[src/pkg/pwb_pkg.sv]
package pwb_pkg;

    // clock rates, periods in picoseconds
    localparam int CLK_PERIOD_PS  = 4000;
    localparam int PCI_PERIOD_PS  = 30000;
    localparam int CORE_PERIOD_PS = 62500;
    localparam int PCI_DIV        = PCI_PERIOD_PS / CLK_PERIOD_PS;
    localparam int CORE_DIV       = CORE_PERIOD_PS / CLK_PERIOD_PS;

    // bus commands, as seen on the command lines
    localparam logic [3:0] CMD_MEM_RD     = 4'h6;
    localparam logic [3:0] CMD_MEM_WR     = 4'h7;
    localparam logic [3:0] CMD_MEM_RD_MUL = 4'hc;
    localparam logic [3:0] CMD_MEM_RD_LN  = 4'he;
    localparam logic [3:0] CMD_MEM_WR_INV = 4'hf;

    // second window decode
    localparam logic [3:0] CREG_PAGE     = 4'h0;
    localparam logic [6:0] IFREG_PAGE    = 7'h40;
    localparam int         IFREG_NUM     = 8;
    localparam int         FIFO_NE_BIT   = 30;
    localparam int         ENH_ACCESS_BIT = 14;

    // write fifo
    localparam int FIFO_DEPTH = 16;
    localparam int FIFO_AW    = 4;

    // delayed read timing, in bus and core clocks
    localparam logic [7:0] PCI_WAIT_SGL  = 8'h08;
    localparam logic [7:0] PCI_WAIT_DBL  = 8'h0d;
    localparam logic [7:0] CORE_WORD0    = 8'h05;
    localparam logic [7:0] CORE_WORD1    = 8'h06;
    localparam logic [6:0] CONT_ENH_SGL  = 7'h03;
    localparam logic [6:0] CONT_ENH_DBL  = 7'h06;
    localparam logic [6:0] CONT_SLOW_SGL = 7'h43;
    localparam logic [6:0] CONT_SLOW_DBL = 7'h4a;

    typedef enum logic [1:0] {
        RSP_DONE   = 2'h0,
        RSP_DATA   = 2'h1,
        RSP_RETRY  = 2'h2,
        RSP_ABORT  = 2'h3
    } pwb_rsp_e;

    typedef enum logic [3:0] {
        RD_IDLE = 4'b0001,
        RD_PCI  = 4'b0010,
        RD_CORE = 4'b0100,
        RD_DONE = 4'b1000
    } pwb_rd_e;

    typedef struct packed {
        logic [3:0]  cmd;
        logic        bar1;
        logic [17:0] addr;
        logic [3:0]  be_n;
        logic [31:0] data;
    } pwb_req_s;

    typedef struct packed {
        logic        is_reg;
        logic [15:0] base;
        logic [3:0]  be;
        logic [31:0] data;
    } pwb_wf_s;

    typedef struct packed {
        logic        is_reg;
        logic [15:0] addr;
        logic [15:0] data;
    } pwb_cw_s;

endpackage

[src/pwb_skid.sv]
module pwb_skid
    import pwb_pkg::*;
#(
    parameter int W = 33
) (
    input  wire logic         clk_i,
    input  wire logic         rst_b_i,
    input  wire logic         in_valid_i,
    output logic              in_ready_o,
    input  wire logic [W-1:0] in_data_i,
    output logic              out_valid_o,
    input  wire logic         out_ready_i,
    output logic [W-1:0]      out_data_o
);

    logic [W-1:0] mem_ff [2];
    logic         wp_ff;
    logic         rp_ff;
    logic [1:0]   cnt_ff;
    logic         push;
    logic         pop;

    // two entries let the receiver stall for a cycle without losing a word
    assign in_ready_o  = (cnt_ff != 2'h2);
    assign out_valid_o = (cnt_ff != 2'h0);
    assign out_data_o  = mem_ff[rp_ff];
    assign push        = in_valid_i & in_ready_o;
    assign pop         = out_valid_o & out_ready_i;

    // storage
    always_ff @(posedge clk_i) begin
        if (push) begin
            mem_ff[wp_ff] <= in_data_i;
        end
    end

    // pointers and fill count
    always_ff @(posedge clk_i or negedge rst_b_i) begin
        if (!rst_b_i) begin
            wp_ff  <= 1'b0;
            rp_ff  <= 1'b0;
            cnt_ff <= 2'h0;
        end else begin
            if (push) wp_ff <= ~wp_ff;
            if (pop)  rp_ff <= ~rp_ff;
            cnt_ff <= cnt_ff + {1'b0, push} - {1'b0, pop};
        end
    end

endmodule // pwb_skid

[src/pwb_bridge.sv]
// How it works
// RULE1 - single read: 8-10 bus plus 5-6 core clocks
// RULE2 - double read: 13-16 bus plus 11-14 core clocks
// RULE3 - fast access: contention adds up to 3/6 core clocks
// RULE4 - slow access: contention adds up to 67/74 core clocks
// RULE5 - fast access is core config six bit 14
// RULE6 - core memory and register 00h-FCh writes go to the fifo
// RULE7 - interface register 800h-81Ch writes land directly
// RULE8 - lone-byte core memory write ends in target abort
// RULE9 - lone-byte core register write ends in target abort
// RULE10 - core registers take only the lower word of a write
// RULE11 - write and invalidate acts as memory write
// RULE12 - 16-dword burst taken unstalled while the fifo has room
// RULE13 - read queued only if fifo empty and none pending, else retry
// RULE14 - repeated read retried until data ready, then completes
// RULE15 - register 800h bit 30 is fifo-not-empty
// RULE16 - fifo drains in order as 16-bit writes, empty halves skipped
module pwb_bridge
    import pwb_pkg::*;
(
    input  wire logic        clk_i,
    input  wire logic        rst_b_i,
    input  wire logic        req_valid_i,
    output logic             req_ready_o,
    input  wire pwb_req_s    req_i,
    output logic             rsp_valid_o,
    output pwb_rsp_e         rsp_code_o,
    output logic [31:0]      rsp_data_o,
    output logic             core_wr_valid_o,
    input  wire logic        core_wr_ready_i,
    output pwb_cw_s          core_wr_o,
    output logic             core_rd_o,
    output logic             core_rd_reg_o,
    output logic [15:0]      core_rd_addr_o,
    input  wire logic [15:0] core_rdata_i,
    input  wire logic        core_busy_i,
    input  wire logic [15:0] core_cfg6_i
);

    ////////////////////////////////////////
    // request decode
    logic [3:0] be;
    logic       is_rd;
    logic       is_wr;
    logic       tgt_mem;
    logic       tgt_reg;
    logic       tgt_if;
    logic       one_byte;
    logic       to_core;
    logic       rd_zero;
    logic       rd_dbl;
    logic       fifo_full;
    logic       fifo_empty;
    logic       take;
    logic       push;

    assign be       = ~req_i.be_n;
    assign is_rd    = (req_i.cmd == CMD_MEM_RD) || (req_i.cmd == CMD_MEM_RD_MUL)
                      || (req_i.cmd == CMD_MEM_RD_LN);
    assign is_wr    = (req_i.cmd == CMD_MEM_WR) || (req_i.cmd == CMD_MEM_WR_INV); // RULE11
    assign tgt_mem  = !req_i.bar1;
    assign tgt_reg  = req_i.bar1 && (req_i.addr[11:8] == CREG_PAGE);
    assign tgt_if   = req_i.bar1 && (req_i.addr[11:5] == IFREG_PAGE);
    assign one_byte = (be[0] ^ be[1]) | (be[2] ^ be[3]);
    assign to_core  = tgt_mem | tgt_reg;
    // no lanes, or register upper half only: zeros at once
    assign rd_zero  = (be == 4'h0) || (tgt_reg && (be[1:0] == 2'h0));
    assign rd_dbl   = tgt_mem && (be[1:0] != 2'h0) && (be[3:2] != 2'h0);
    assign push     = take && is_wr && to_core && !one_byte; // RULE6

    // only a core write into a full fifo waits; a 16-dword burst fits whole
    assign req_ready_o = !(is_wr && to_core && !one_byte && fifo_full); // RULE12
    assign take        = req_valid_i & req_ready_o;

    ////////////////////////////////////////
    // clock enables for the bus and core rates
    logic [3:0] pdiv_ff;
    logic [3:0] cdiv_ff;
    logic       pci_ce;
    logic       core_ce;

    assign pci_ce  = (pdiv_ff == 4'(PCI_DIV - 1));
    assign core_ce = (cdiv_ff == 4'(CORE_DIV - 1));

    always_ff @(posedge clk_i or negedge rst_b_i) begin
        if (!rst_b_i) begin
            pdiv_ff <= 4'h0;
            cdiv_ff <= 4'h0;
        end else begin
            pdiv_ff <= pci_ce ? 4'h0 : pdiv_ff + 4'h1;
            cdiv_ff <= core_ce ? 4'h0 : cdiv_ff + 4'h1;
        end
    end

    ////////////////////////////////////////
    // interface registers, written straight from the bus
    logic [31:0] ifreg_ff [IFREG_NUM];
    logic [31:0] if_rdata;

    genvar gi;
    generate
        for (gi = 0; gi < IFREG_NUM; gi++) begin : g_ifreg
            always_ff @(posedge clk_i or negedge rst_b_i) begin
                if (!rst_b_i) begin
                    ifreg_ff[gi] <= 32'h0;
                end else if (take && is_wr && tgt_if && (req_i.addr[4:2] == 3'(gi))) begin
                    for (int b = 0; b < 4; b++) begin
                        if (be[b]) ifreg_ff[gi][8*b +: 8] <= req_i.data[8*b +: 8]; // RULE7
                    end
                end
            end
        end
    endgenerate

    // status flag overlays the stored bit so software polls without a retry
    always_comb begin
        if_rdata = ifreg_ff[req_i.addr[4:2]];
        if (req_i.addr[4:2] == 3'h0) begin
            if_rdata[FIFO_NE_BIT] = !fifo_empty; // RULE15
        end
    end

    ////////////////////////////////////////
    // posted write fifo
    pwb_wf_s          wf_mem_ff [FIFO_DEPTH];
    logic [FIFO_AW:0] wp_ff;
    logic [FIFO_AW:0] rp_ff;
    pwb_wf_s          head;
    pwb_wf_s          new_ent;
    logic             half_ff;
    logic             lo_en;
    logic             hi_en;
    logic             half_sel;
    logic             sk_in_valid;
    logic             sk_in_ready;
    logic             entry_done;
    pwb_cw_s          sk_in;
    logic             sk_out_valid;
    logic             rd_core;

    assign fifo_empty = (wp_ff == rp_ff);
    assign fifo_full  = (wp_ff[FIFO_AW] != rp_ff[FIFO_AW])
                        && (wp_ff[FIFO_AW-1:0] == rp_ff[FIFO_AW-1:0]);
    assign head       = wf_mem_ff[rp_ff[FIFO_AW-1:0]];

    always_comb begin
        new_ent.is_reg = tgt_reg;
        new_ent.base   = tgt_reg ? {10'h0, req_i.addr[7:2]} : {req_i.addr[16:2], 1'b0};
        new_ent.be     = be;
        new_ent.data   = req_i.data;
    end

    // registers hold only the lower word; upper half dropped
    assign lo_en       = (head.be[1:0] != 2'h0);
    assign hi_en       = !head.is_reg && (head.be[3:2] != 2'h0); // RULE10
    assign half_sel    = half_ff | !lo_en;
    assign sk_in_valid = !fifo_empty && (half_sel ? hi_en : 1'b1); // RULE16
    assign entry_done  = !fifo_empty && (half_sel ? (!hi_en || sk_in_ready)
                                                  : (sk_in_ready && !hi_en));

    always_comb begin
        sk_in.is_reg = head.is_reg;
        sk_in.addr   = head.base | {15'h0, half_sel};
        sk_in.data   = half_sel ? head.data[31:16] : head.data[15:0];
    end

    always_ff @(posedge clk_i) begin
        if (push) begin
            wf_mem_ff[wp_ff[FIFO_AW-1:0]] <= new_ent;
        end
    end

    // pointers and the half being drained, oldest entry first
    always_ff @(posedge clk_i or negedge rst_b_i) begin
        if (!rst_b_i) begin
            wp_ff   <= '0;
            rp_ff   <= '0;
            half_ff <= 1'b0;
        end else begin
            if (push) wp_ff <= wp_ff + 5'h1;
            if (entry_done) begin
                rp_ff   <= rp_ff + 5'h1; // RULE16
                half_ff <= 1'b0;
            end else if (!half_sel && sk_in_valid && sk_in_ready) begin
                half_ff <= 1'b1;
            end
        end
    end

    // core writes hold off while a delayed read owns the core port
    pwb_skid #(.W($bits(pwb_cw_s))) u_skid (
        .clk_i       (clk_i),
        .rst_b_i     (rst_b_i),
        .in_valid_i  (sk_in_valid),
        .in_ready_o  (sk_in_ready),
        .in_data_i   (sk_in),
        .out_valid_o (sk_out_valid),
        .out_ready_i (core_wr_ready_i && !rd_core),
        .out_data_o  (core_wr_o)
    );
    assign core_wr_valid_o = sk_out_valid && !rd_core;

    ////////////////////////////////////////
    // delayed read sequencer
    pwb_rd_e     st_ff;
    logic        p_bar1_ff;
    logic [17:0] p_addr_ff;
    logic [3:0]  p_be_n_ff;
    logic        p_dbl_ff;
    logic        p_reg_ff;
    logic        word_ff;
    logic [7:0]  cnt_ff;
    logic [6:0]  ext_ff;
    logic [31:0] rd_data_ff;
    logic [15:0] rd_addr_ff;
    logic        match;
    logic        enq;
    logic        hit;
    logic        stall;
    logic        wsel;
    logic [6:0]  cont_max;
    logic [7:0]  core_tgt;

    assign match = (st_ff != RD_IDLE) && (p_bar1_ff == req_i.bar1)
                   && (p_addr_ff == req_i.addr) && (p_be_n_ff == req_i.be_n);
    assign hit   = take && is_rd && to_core && match && (st_ff == RD_DONE); // RULE14
    assign enq   = take && is_rd && to_core && !(tgt_reg && one_byte) && !rd_zero
                   && (st_ff == RD_IDLE) && fifo_empty; // RULE13
    assign rd_core = (st_ff == RD_CORE);

    // contention allowance follows the core's access mode
    assign cont_max = core_cfg6_i[ENH_ACCESS_BIT] ? // RULE5
                      (p_dbl_ff ? CONT_ENH_DBL : CONT_ENH_SGL) : // RULE3
                      (p_dbl_ff ? CONT_SLOW_DBL : CONT_SLOW_SGL); // RULE4
    // past the allowance the read takes the ram anyway
    assign stall    = core_busy_i && (ext_ff < cont_max);
    assign core_tgt = (p_dbl_ff && word_ff) ? CORE_WORD1 : CORE_WORD0;
    assign wsel     = p_dbl_ff ? word_ff : (p_be_n_ff[1:0] == 2'h3);

    always_ff @(posedge clk_i or negedge rst_b_i) begin
        if (!rst_b_i) begin
            st_ff      <= RD_IDLE;
            p_bar1_ff  <= 1'b0;
            p_addr_ff  <= 18'h0;
            p_be_n_ff  <= 4'hf;
            p_dbl_ff   <= 1'b0;
            p_reg_ff   <= 1'b0;
            word_ff    <= 1'b0;
            cnt_ff     <= 8'h0;
            ext_ff     <= 7'h0;
            rd_data_ff <= 32'h0;
            rd_addr_ff <= 16'h0;
        end else begin
            case (st_ff)
                RD_IDLE: begin
                    if (enq) begin
                        st_ff      <= RD_PCI;
                        p_bar1_ff  <= req_i.bar1;
                        p_addr_ff  <= req_i.addr;
                        p_be_n_ff  <= req_i.be_n;
                        p_dbl_ff   <= rd_dbl;
                        p_reg_ff   <= tgt_reg;
                        word_ff    <= 1'b0;
                        cnt_ff     <= 8'h0;
                        ext_ff     <= 7'h0;
                        rd_data_ff <= 32'h0;
                    end
                end
                RD_PCI: begin
                    if (pci_ce) begin
                        cnt_ff <= cnt_ff + 8'h1;
                        if (cnt_ff == (p_dbl_ff ? PCI_WAIT_DBL : PCI_WAIT_SGL)) begin
                            st_ff      <= RD_CORE; // RULE1 RULE2
                            cnt_ff     <= 8'h0;
                            rd_addr_ff <= p_reg_ff ? {10'h0, p_addr_ff[7:2]}
                                        : {p_addr_ff[16:2], wsel};
                        end
                    end
                end
                RD_CORE: begin
                    if (core_ce && stall) begin
                        ext_ff <= ext_ff + 7'h1;
                    end else if (core_ce) begin
                        cnt_ff <= cnt_ff + 8'h1;
                        if (cnt_ff == core_tgt) begin
                            rd_data_ff[16*wsel +: 16] <= core_rdata_i;
                            cnt_ff <= 8'h0;
                            if (p_dbl_ff && !word_ff) begin
                                word_ff       <= 1'b1; // RULE2
                                rd_addr_ff[0] <= 1'b1;
                            end else begin
                                st_ff <= RD_DONE; // RULE1
                            end
                        end
                    end
                end
                RD_DONE: begin
                    if (hit) st_ff <= RD_IDLE;
                end
                default: st_ff <= RD_IDLE;
            endcase
        end
    end

    assign core_rd_o      = rd_core;
    assign core_rd_reg_o  = p_reg_ff;
    assign core_rd_addr_o = rd_addr_ff;

    ////////////////////////////////////////
    // answer to each taken read or write of core memory, core register or interface register, one cycle later
    logic        rsp_v_ff;
    pwb_rsp_e    rsp_c_ff;
    logic [31:0] rsp_d_ff;

    always_ff @(posedge clk_i or negedge rst_b_i) begin
        if (!rst_b_i) begin
            rsp_v_ff <= 1'b0;
            rsp_c_ff <= RSP_DONE;
            rsp_d_ff <= 32'h0;
        end else begin
            rsp_v_ff <= take && (is_rd || is_wr) && (to_core || tgt_if);
            if (take) begin
                rsp_d_ff <= 32'h0;
                if (tgt_if) begin
                    rsp_c_ff <= is_rd ? RSP_DATA : RSP_DONE; // RULE7
                    rsp_d_ff <= if_rdata;
                end else if (one_byte && (is_wr || tgt_reg)) begin
                    rsp_c_ff <= RSP_ABORT; // RULE8 RULE9
                end else if (is_wr) begin
                    rsp_c_ff <= RSP_DONE;
                end else if (rd_zero) begin
                    rsp_c_ff <= RSP_DATA;
                end else if (hit) begin
                    rsp_c_ff <= RSP_DATA; // RULE14
                    rsp_d_ff <= rd_data_ff;
                end else begin
                    rsp_c_ff <= RSP_RETRY; // RULE13
                end
            end
        end
    end

    assign rsp_valid_o = rsp_v_ff;
    assign rsp_code_o  = rsp_c_ff;
    assign rsp_data_o  = rsp_d_ff;

endmodule // pwb_bridge

[config.mk]
export PLATFORM = sky130hd
export DESIGN_NAME = pwb_bridge
export DESIGN_NICKNAME = d
export VERILOG_FILES = /design/src/pkg/pwb_pkg.sv /design/src/pwb_skid.sv /design/src/pwb_bridge.sv
export SDC_FILE = /design/constraint.sdc
export NUM_CORES = 2
export LEC_CHECK = 0
export ABC_AREA = 1
export BUFFER_PORTS_ARGS = -buffer_cell sky130_fd_sc_hd__buf_2
export CORE_UTILIZATION = 50
export DETAILED_ROUTE_END_ITERATION = 7
export PLACE_DENSITY_LB_ADDON = 0.08
export RECOVER_POWER = 100
export SLEW_MARGIN = 20
export SYNTH_ARGS = -nofsm -noshare
export SYNTH_HDL_FRONTEND = slang
export SYNTH_SLANG_ARGS = --single-unit
[constraint.sdc]
create_clock -name clk_i -period 11 [get_ports clk_i]
set_clock_uncertainty 0.1 [all_clocks]
set_input_delay 2.2 -clock clk_i [delete_from_list [all_inputs] [get_ports clk_i]]
set_output_delay 2.2 -clock clk_i [all_outputs]
set_load 0.05 [all_outputs]
After elaboration in Yosys (flattened, before gate mapping)
Memories as Yosys holds them, arrays and structs flattened. Cells that the tools add are included.

Add/sub/neg operators: 9. $lt $le $gt $ge: 2. Equality and inequality tests: 40. Shift-type cells: 2. Mux-type cells: 68. Bitwise logic cells: 13. Reduce and logical (&&, ||, !) cells: 121.

Operators with widths (number): $mux W32 (11); $bmux W32 S3 (1); $reduce_and A2 Y1 (33); $pmux W32 S2 (1); $logic_and A1 B1 Y1 (48); $mux W16 (3); $mux W8 (6); $mux W4 (11); $neg A5 Y34 (1); $shift A16 B34 Y32 const A (1); $shiftx A16 B34 Y32 (1); $bwmux W32 (1); $pmux W8 S3 (1); $mux W7 (3); $eq A4 B4 Y1 const B (5); $eq A18 B18 Y1 (1); $mux W1 (18); $eq A4 B3 Y1 const B (4); $ne A2 B2 Y1 const B (8); $or A16 B1 Y16 (1); $pmux W4 S4 (1); $reduce_bool A2 Y1 (8); $pmux W7 S2 (1); $eq A3 B3 Y1 const B (4); 42 further kinds (82).

Register bits after elaboration: 407. Memory bits (writable): 914. Bits of input ports: 96. Output and inout port bits: 88. Logic and storage cells: 312. Memories kept: 2.

Memory list: wf_mem_ff (depth 16, bits a word 53, read ports 1, clocked after memory_dff 0, wr ports 1, RTL line pwb_bridge.sv:125) `pwb_wf_s wf_mem_ff [FIFO_DEPTH];`; u_skid.mem_ff (depth 2, bits a word 33, read ports 1, clocked after memory_dff 0, wr ports 1, RTL line pwb_skid.sv:16) `logic [W-1:0] mem_ff [2];`.

Depth between registers and ports, before layout
Word-level depth: 17. Depth in mapped cells: 16. Depth with buffers taken out: 15.

Hierarchy
A second synthesis with hierarchy kept.

Cells, all modules: 5016. Area, all modules: 54852.6 um^2.

Modules (own cells, without submodules): pwb_bridge (instances 1, cells each 4811, area each 52161.3 um^2, sequential area each 35530.3 um^2); pwb_skid (instances 1, cells each 205, area each 2691.3 um^2, sequential area each 2082.0 um^2).

Least setup slack after synthesis
OpenSTA, ideal clock, no wires.

Path kind: in2reg. Start point: in req_i[32] (netlist name). End point: mem wf_mem_ff[15][0] (netlist name), enable pin. Setup time: 0.529 ns. Data arrival time: 7.160 ns. Required time: 10.371 ns. Setup slack: 3.210 ns. Stages on the path: 13. Buffers on the path: 0. Cell sequence: ha_1 inv_1 nand2_1 nor2_1 nand2_1 inv_2 nand3_2 nand2_2 inv_4 nand2_1 inv_1 nand2_1 nor3_1.

Cells in the longest elaborated chain, start to end: 13.

Ends and longest elaborated chain: from (decl) (RTL line pwb_bridge.sv:25) `input wire pwb_req_s req_i,`; $not A4 Y4 (RTL line pwb_bridge.sv:57) `assign be = ~req_i.be_n;`; $xor A1 B1 Y1 (RTL line pwb_bridge.sv:64) `assign one_byte = (be[0] ^ be[1]) | (be[2] ^ be[3]);`; $or A1 B1 Y1 (RTL line pwb_bridge.sv:64); $logic_not A1 Y1 (RTL line pwb_bridge.sv:72) `assign req_ready_o = !(is_wr && to_core && !one_byte && fifo_full);`; $logic_and A1 B1 Y1 (2 in a row) (RTL line pwb_bridge.sv:72); $logic_not A1 Y1 (RTL line pwb_bridge.sv:72); net req_ready_o (RTL line pwb_bridge.sv:24) `output logic req_ready_o,`; $and A1 B1 Y1 (RTL line pwb_bridge.sv:73) `assign take = req_valid_i & req_ready_o;`; $logic_and A1 B1 Y1 (3 in a row) (RTL line pwb_bridge.sv:69) `assign push = take && is_wr && to_core && !one_byte;`; $mux W1 (RTL line pwb_bridge.sv:168) `if (push) begin`; $mux W1 (implied by the code) (RTL line pwb_bridge.sv:169) `wf_mem_ff[wp_ff[FIFO_AW-1:0]] <= new_ent;`; to (decl) (RTL line pwb_bridge.sv:125).

The timed path passes the listed nets, and every way through them passes these cells.

Worst setup path after layout
Start point: in req_i[46] (netlist name). End point: mem wf_mem_ff[7][5] (netlist name), enable pin.

Cells in the longest elaborated chain, start to end: 13.

Ends and longest elaborated chain: $logic_not A4 Y1 * (RTL line pwb_bridge.sv:62) `assign tgt_reg = req_i.bar1 && (req_i.addr[11:8] == CREG_PAGE);`; $logic_and A1 B1 Y1 * (RTL line pwb_bridge.sv:62); $or A1 B1 Y1 * (RTL line pwb_bridge.sv:65) `assign to_core = tgt_mem | tgt_reg;`; $logic_and A1 B1 Y1 (3 in a row) (RTL line pwb_bridge.sv:72); $logic_not A1 Y1 (RTL line pwb_bridge.sv:72); $and A1 B1 Y1 (RTL line pwb_bridge.sv:73); $logic_and A1 B1 Y1 (RTL line pwb_bridge.sv:69); $logic_and A1 B1 Y1 * (2 in a row) (RTL line pwb_bridge.sv:69); $mux W1 * (RTL line pwb_bridge.sv:168); $mux W1 (implied by the code) * (RTL line pwb_bridge.sv:169).

Every way passes the cells marked *; elsewhere a longest branch is shown, timed or not.

==> flow_summary.yaml <==
global_route:
  grt_overflow: 0
  antenna_found_initial: 7
  grt_pass1_wl_um: 220000
  grt_start_max_net_pins: 156
  first_global_vias: 34869
  grt_usage_pct: 27.1
yosys:
  synthTopCellsByArea: "edfxtp_1, dfrtp_1, nand2_1"
  synth_edf_count: 914
  ys_async_sr_fraction_pct: 30.8
  yosys.cell_types.count: 50
  ys.flop_type: "edfxtp_1"
  ys_seq_area_share_pct: 69.9
  synthesis.area_um2: 53800
  syn_inst: 4741
  ys_ff_latch: 1320
  synth_nets: 4851
  synth_top_cell_area_share_pct: 51.0
  synth.avg_cell_area_um2: 11.3
  yosys_warnings: 0
  post-synth-top-area-cell: "edfxtp_1"
cells_and_area:
  layout.nets: 4944
  n_antenna_cell: 0
  final_common_cell: "nand2_1"
  most-common-layout-cells: "nand2_1, edfxtp_1, o21ai_0"
  drive_above_1_share_pct: 6.65
  syn_to_final_growth_pct: 11.2
  final_util_pct: 56.4
hold_path:
  holdCritStartpoint: "pdiv_ff[0]$_DFF_PN0_"
  hold_depth: 1
  worstHoldPathType: "flip-flop to flip-flop"
  min_delay_worst_endpoint: "pdiv_ff[0]$_DFF_PN0_"
floorplanning:
  io_pins: 184
  coreArea_um2: 106000
  fp.dieArea_um2: 109000
  die_h_um: 330
  initial_utilization_pct: 50.7
  fp-row-count: 119
  die_w_um: 330
placement:
  port-buffer-count: 168
  place.gp.congestion: 0.806
  dp_hpwl_um: 81400
clocking:
  cts_sinks: 1320
  h-tree-depth: 4
  postCtsSetupBuffers: 0
  post_cts_resized: 0
  clk_pin_slew_ns: 0.05
  cts_tree: "done"
  cts-buffers-inserted: 142
  clock_path_buffers: 3
  clock_latency_ns: 0.76
  root_buffer: "clkbuf_16"
  ctsHoldBuffers: 0
sta:
  finalSetupViolCount: 0
  slew_violations: 429
  min_period_ns: 7.52
  fmax_ghz: 0.133
  max_slew_margin_pct: -162
  hold_viol: 0
  post-route-period-util_pct: 68.4
  rsz0062_at_grt: "no"
  hold_slack_ns: 0.359
  setup_tns_ns: 0
  tightestPinTransition_ns: 3.93
route:
  wirelength_um: 146000
  vias: 36469
  routedWlPerCell_um: 23.0
  routed_via_density: 5.76
  drt_iter0_drc: 3372
  drc_errors: 0
  ant_nets: 0
  drt_pass1_iterations: 6
setup_path:
  regToRegEndpoint: "u_skid.mem_ff[1][6]$_DFFE_PP_"
  arrival_ns: 7.80
  rr_startpoint: "rp_ff[0]$_DFFE_PN0P_"
  reg2reg_setup_slack_ns: 3.52
  worstSetupPathType: "primary input to flip-flop"
  cp.required_ns: 11.28
  ff2ff_path_depth: 12
  worstSetupStartpointType: "primary input"
  worstPathMaxFanout: 38
  cp-end-kind: "flip-flop"
pwr:
  vdd.ir_drop.worst_mv: 0.192
  p_per_area_nw_per_um2: 236
  total_leakage_power_uw: 0.0219
status:
  outcome: "finished, violations left"
  violations: "capacitance limit, slew limit"
flow_run:
  drv_cap: 10
-- state kept, by name, indices dropped and copies added (netlist names), 8 cells and up --
signal	flops
cnt_ff	8
p_addr_ff	18
rd_data_ff	32
wf_mem_ff	848
rsp_data_o	32
core_rd_addr_o	16
u_skid.mem_ff	66
ifreg_ff	255
-- per-layer routing --
layer | up-vias | wire, um | global-route usage [%]
met5 | - | 16 | 0
met4 | 4 | 3470 | 7.92
met3 | 198 | 8570 | 3.91
met2 | 1061 | 69200 | 43.5
met1 | 18286 | 64600 | 38.5
li1 | 16920 | - | -
-- area by class of cell --
class | count | area (um2)
Clock inverter | 71 | 658
Clock buffer | 183 | 3860
Timing Repair Buffer | 226 | 1090
Sequential cell | 1320 | 37600
Inverter | 147 | 566
Tap cell | 1391 | 1740
Fill cell | 9080 | 46200
Multi-Input combinational cell | 2997 | 14300
-- cells by family (layout without fill, tap and decap cells) --
logic type	Yosys count	after routing	synth area share, %
flip-flops	1320	1320	69.9
AND/OR/NAND/NOR	1798	1798	13.7
buffers and inverters	424	627	3.21
adder cells (fa/ha/maj)	14	14	0.326
AO/OA/AOI/OAI	1137	1137	12.0
multiplexers	4	4	0.0745
XOR/XNOR	44	44	0.717
-- critical path, cell delays in order --
cell and delay (ns):
clkbuf_1 0.77, nor2_1 0.12, nand2_1 0.16, nand2_1 0.11, nand2_1 0.08, inv_1 0.05, nand3_1 0.15, nand2_1 0.84
clkinvlp_2 1.28, nand2_1 0.21, inv_1 0.23, nand2_1 0.25, nor3_1 0.21, buf_4 0.50, buf_4 0.54
-- report_power, final --
group / switching [uW] / total, uW / leakage (uW) / internal [uW]
Combinational: 2770 / 3650 / 0.00599 / 881
Clock: 1950 / 4640 / 0.00220 / 2700
Sequential: 135 / 5830 / 0.0137 / 5700
Total: 4850 / 14100 / 0.0219 / 9270
-- metrics by stage --
stage               power [uW]  cells  worst slack (ns)  area (um2)
global route             14800   6335              2.70       59800
floorplan                 8340   4741              3.21       53800
CTS                      14200   6335              5.23       60400
global placement          9580   6081              4.45       55900
finish                   14100   6335              3.48       59800
detailed placement        9620   6081              4.45       55900
-- cell usage after synthesis (19+ instances only) --
cell,count
o21ai_0,488
buf_2,53
dfrtp_1,401
nand2_2,24
a22oi_1,57
buf_1,20
o221ai_1,33
a31oi_1,28
nor3_1,31
xnor2_1,19
nand4_1,51
clkbuf_1,195
xor2_1,25
nor2_1,601
edfxtp_1,914
inv_1,131
a21oi_1,50
o21ai_1,245
nand3_1,100
o211ai_1,30
nand2_1,950
o22ai_1,139
-- how the worst max path moves through the flow --
stage / from / to / slack, ns / depth (start not counted)
final: req_i[46] / wf_mem_ff[7][5]$_DFFE_PP_ / 3.48 / 15
after global routing: rp_ff[0]$_DFFE_PN0P_ / u_skid.mem_ff[1][6]$_DFFE_PP_ / 2.70 / 12
after CTS: req_i[46] / wf_mem_ff[7][5]$_DFFE_PP_ / 5.23 / 15
after detailed placement: req_i[46] / wf_mem_ff[7][5]$_DFFE_PP_ / 4.45 / 15
after global placement: req_i[46] / wf_mem_ff[7][5]$_DFFE_PP_ / 4.45 / 15
after floorplan: req_i[32] / wf_mem_ff[15][0]$_DFFE_PP_ / 3.21 / 13
Power figures use the tool's default switching activity.
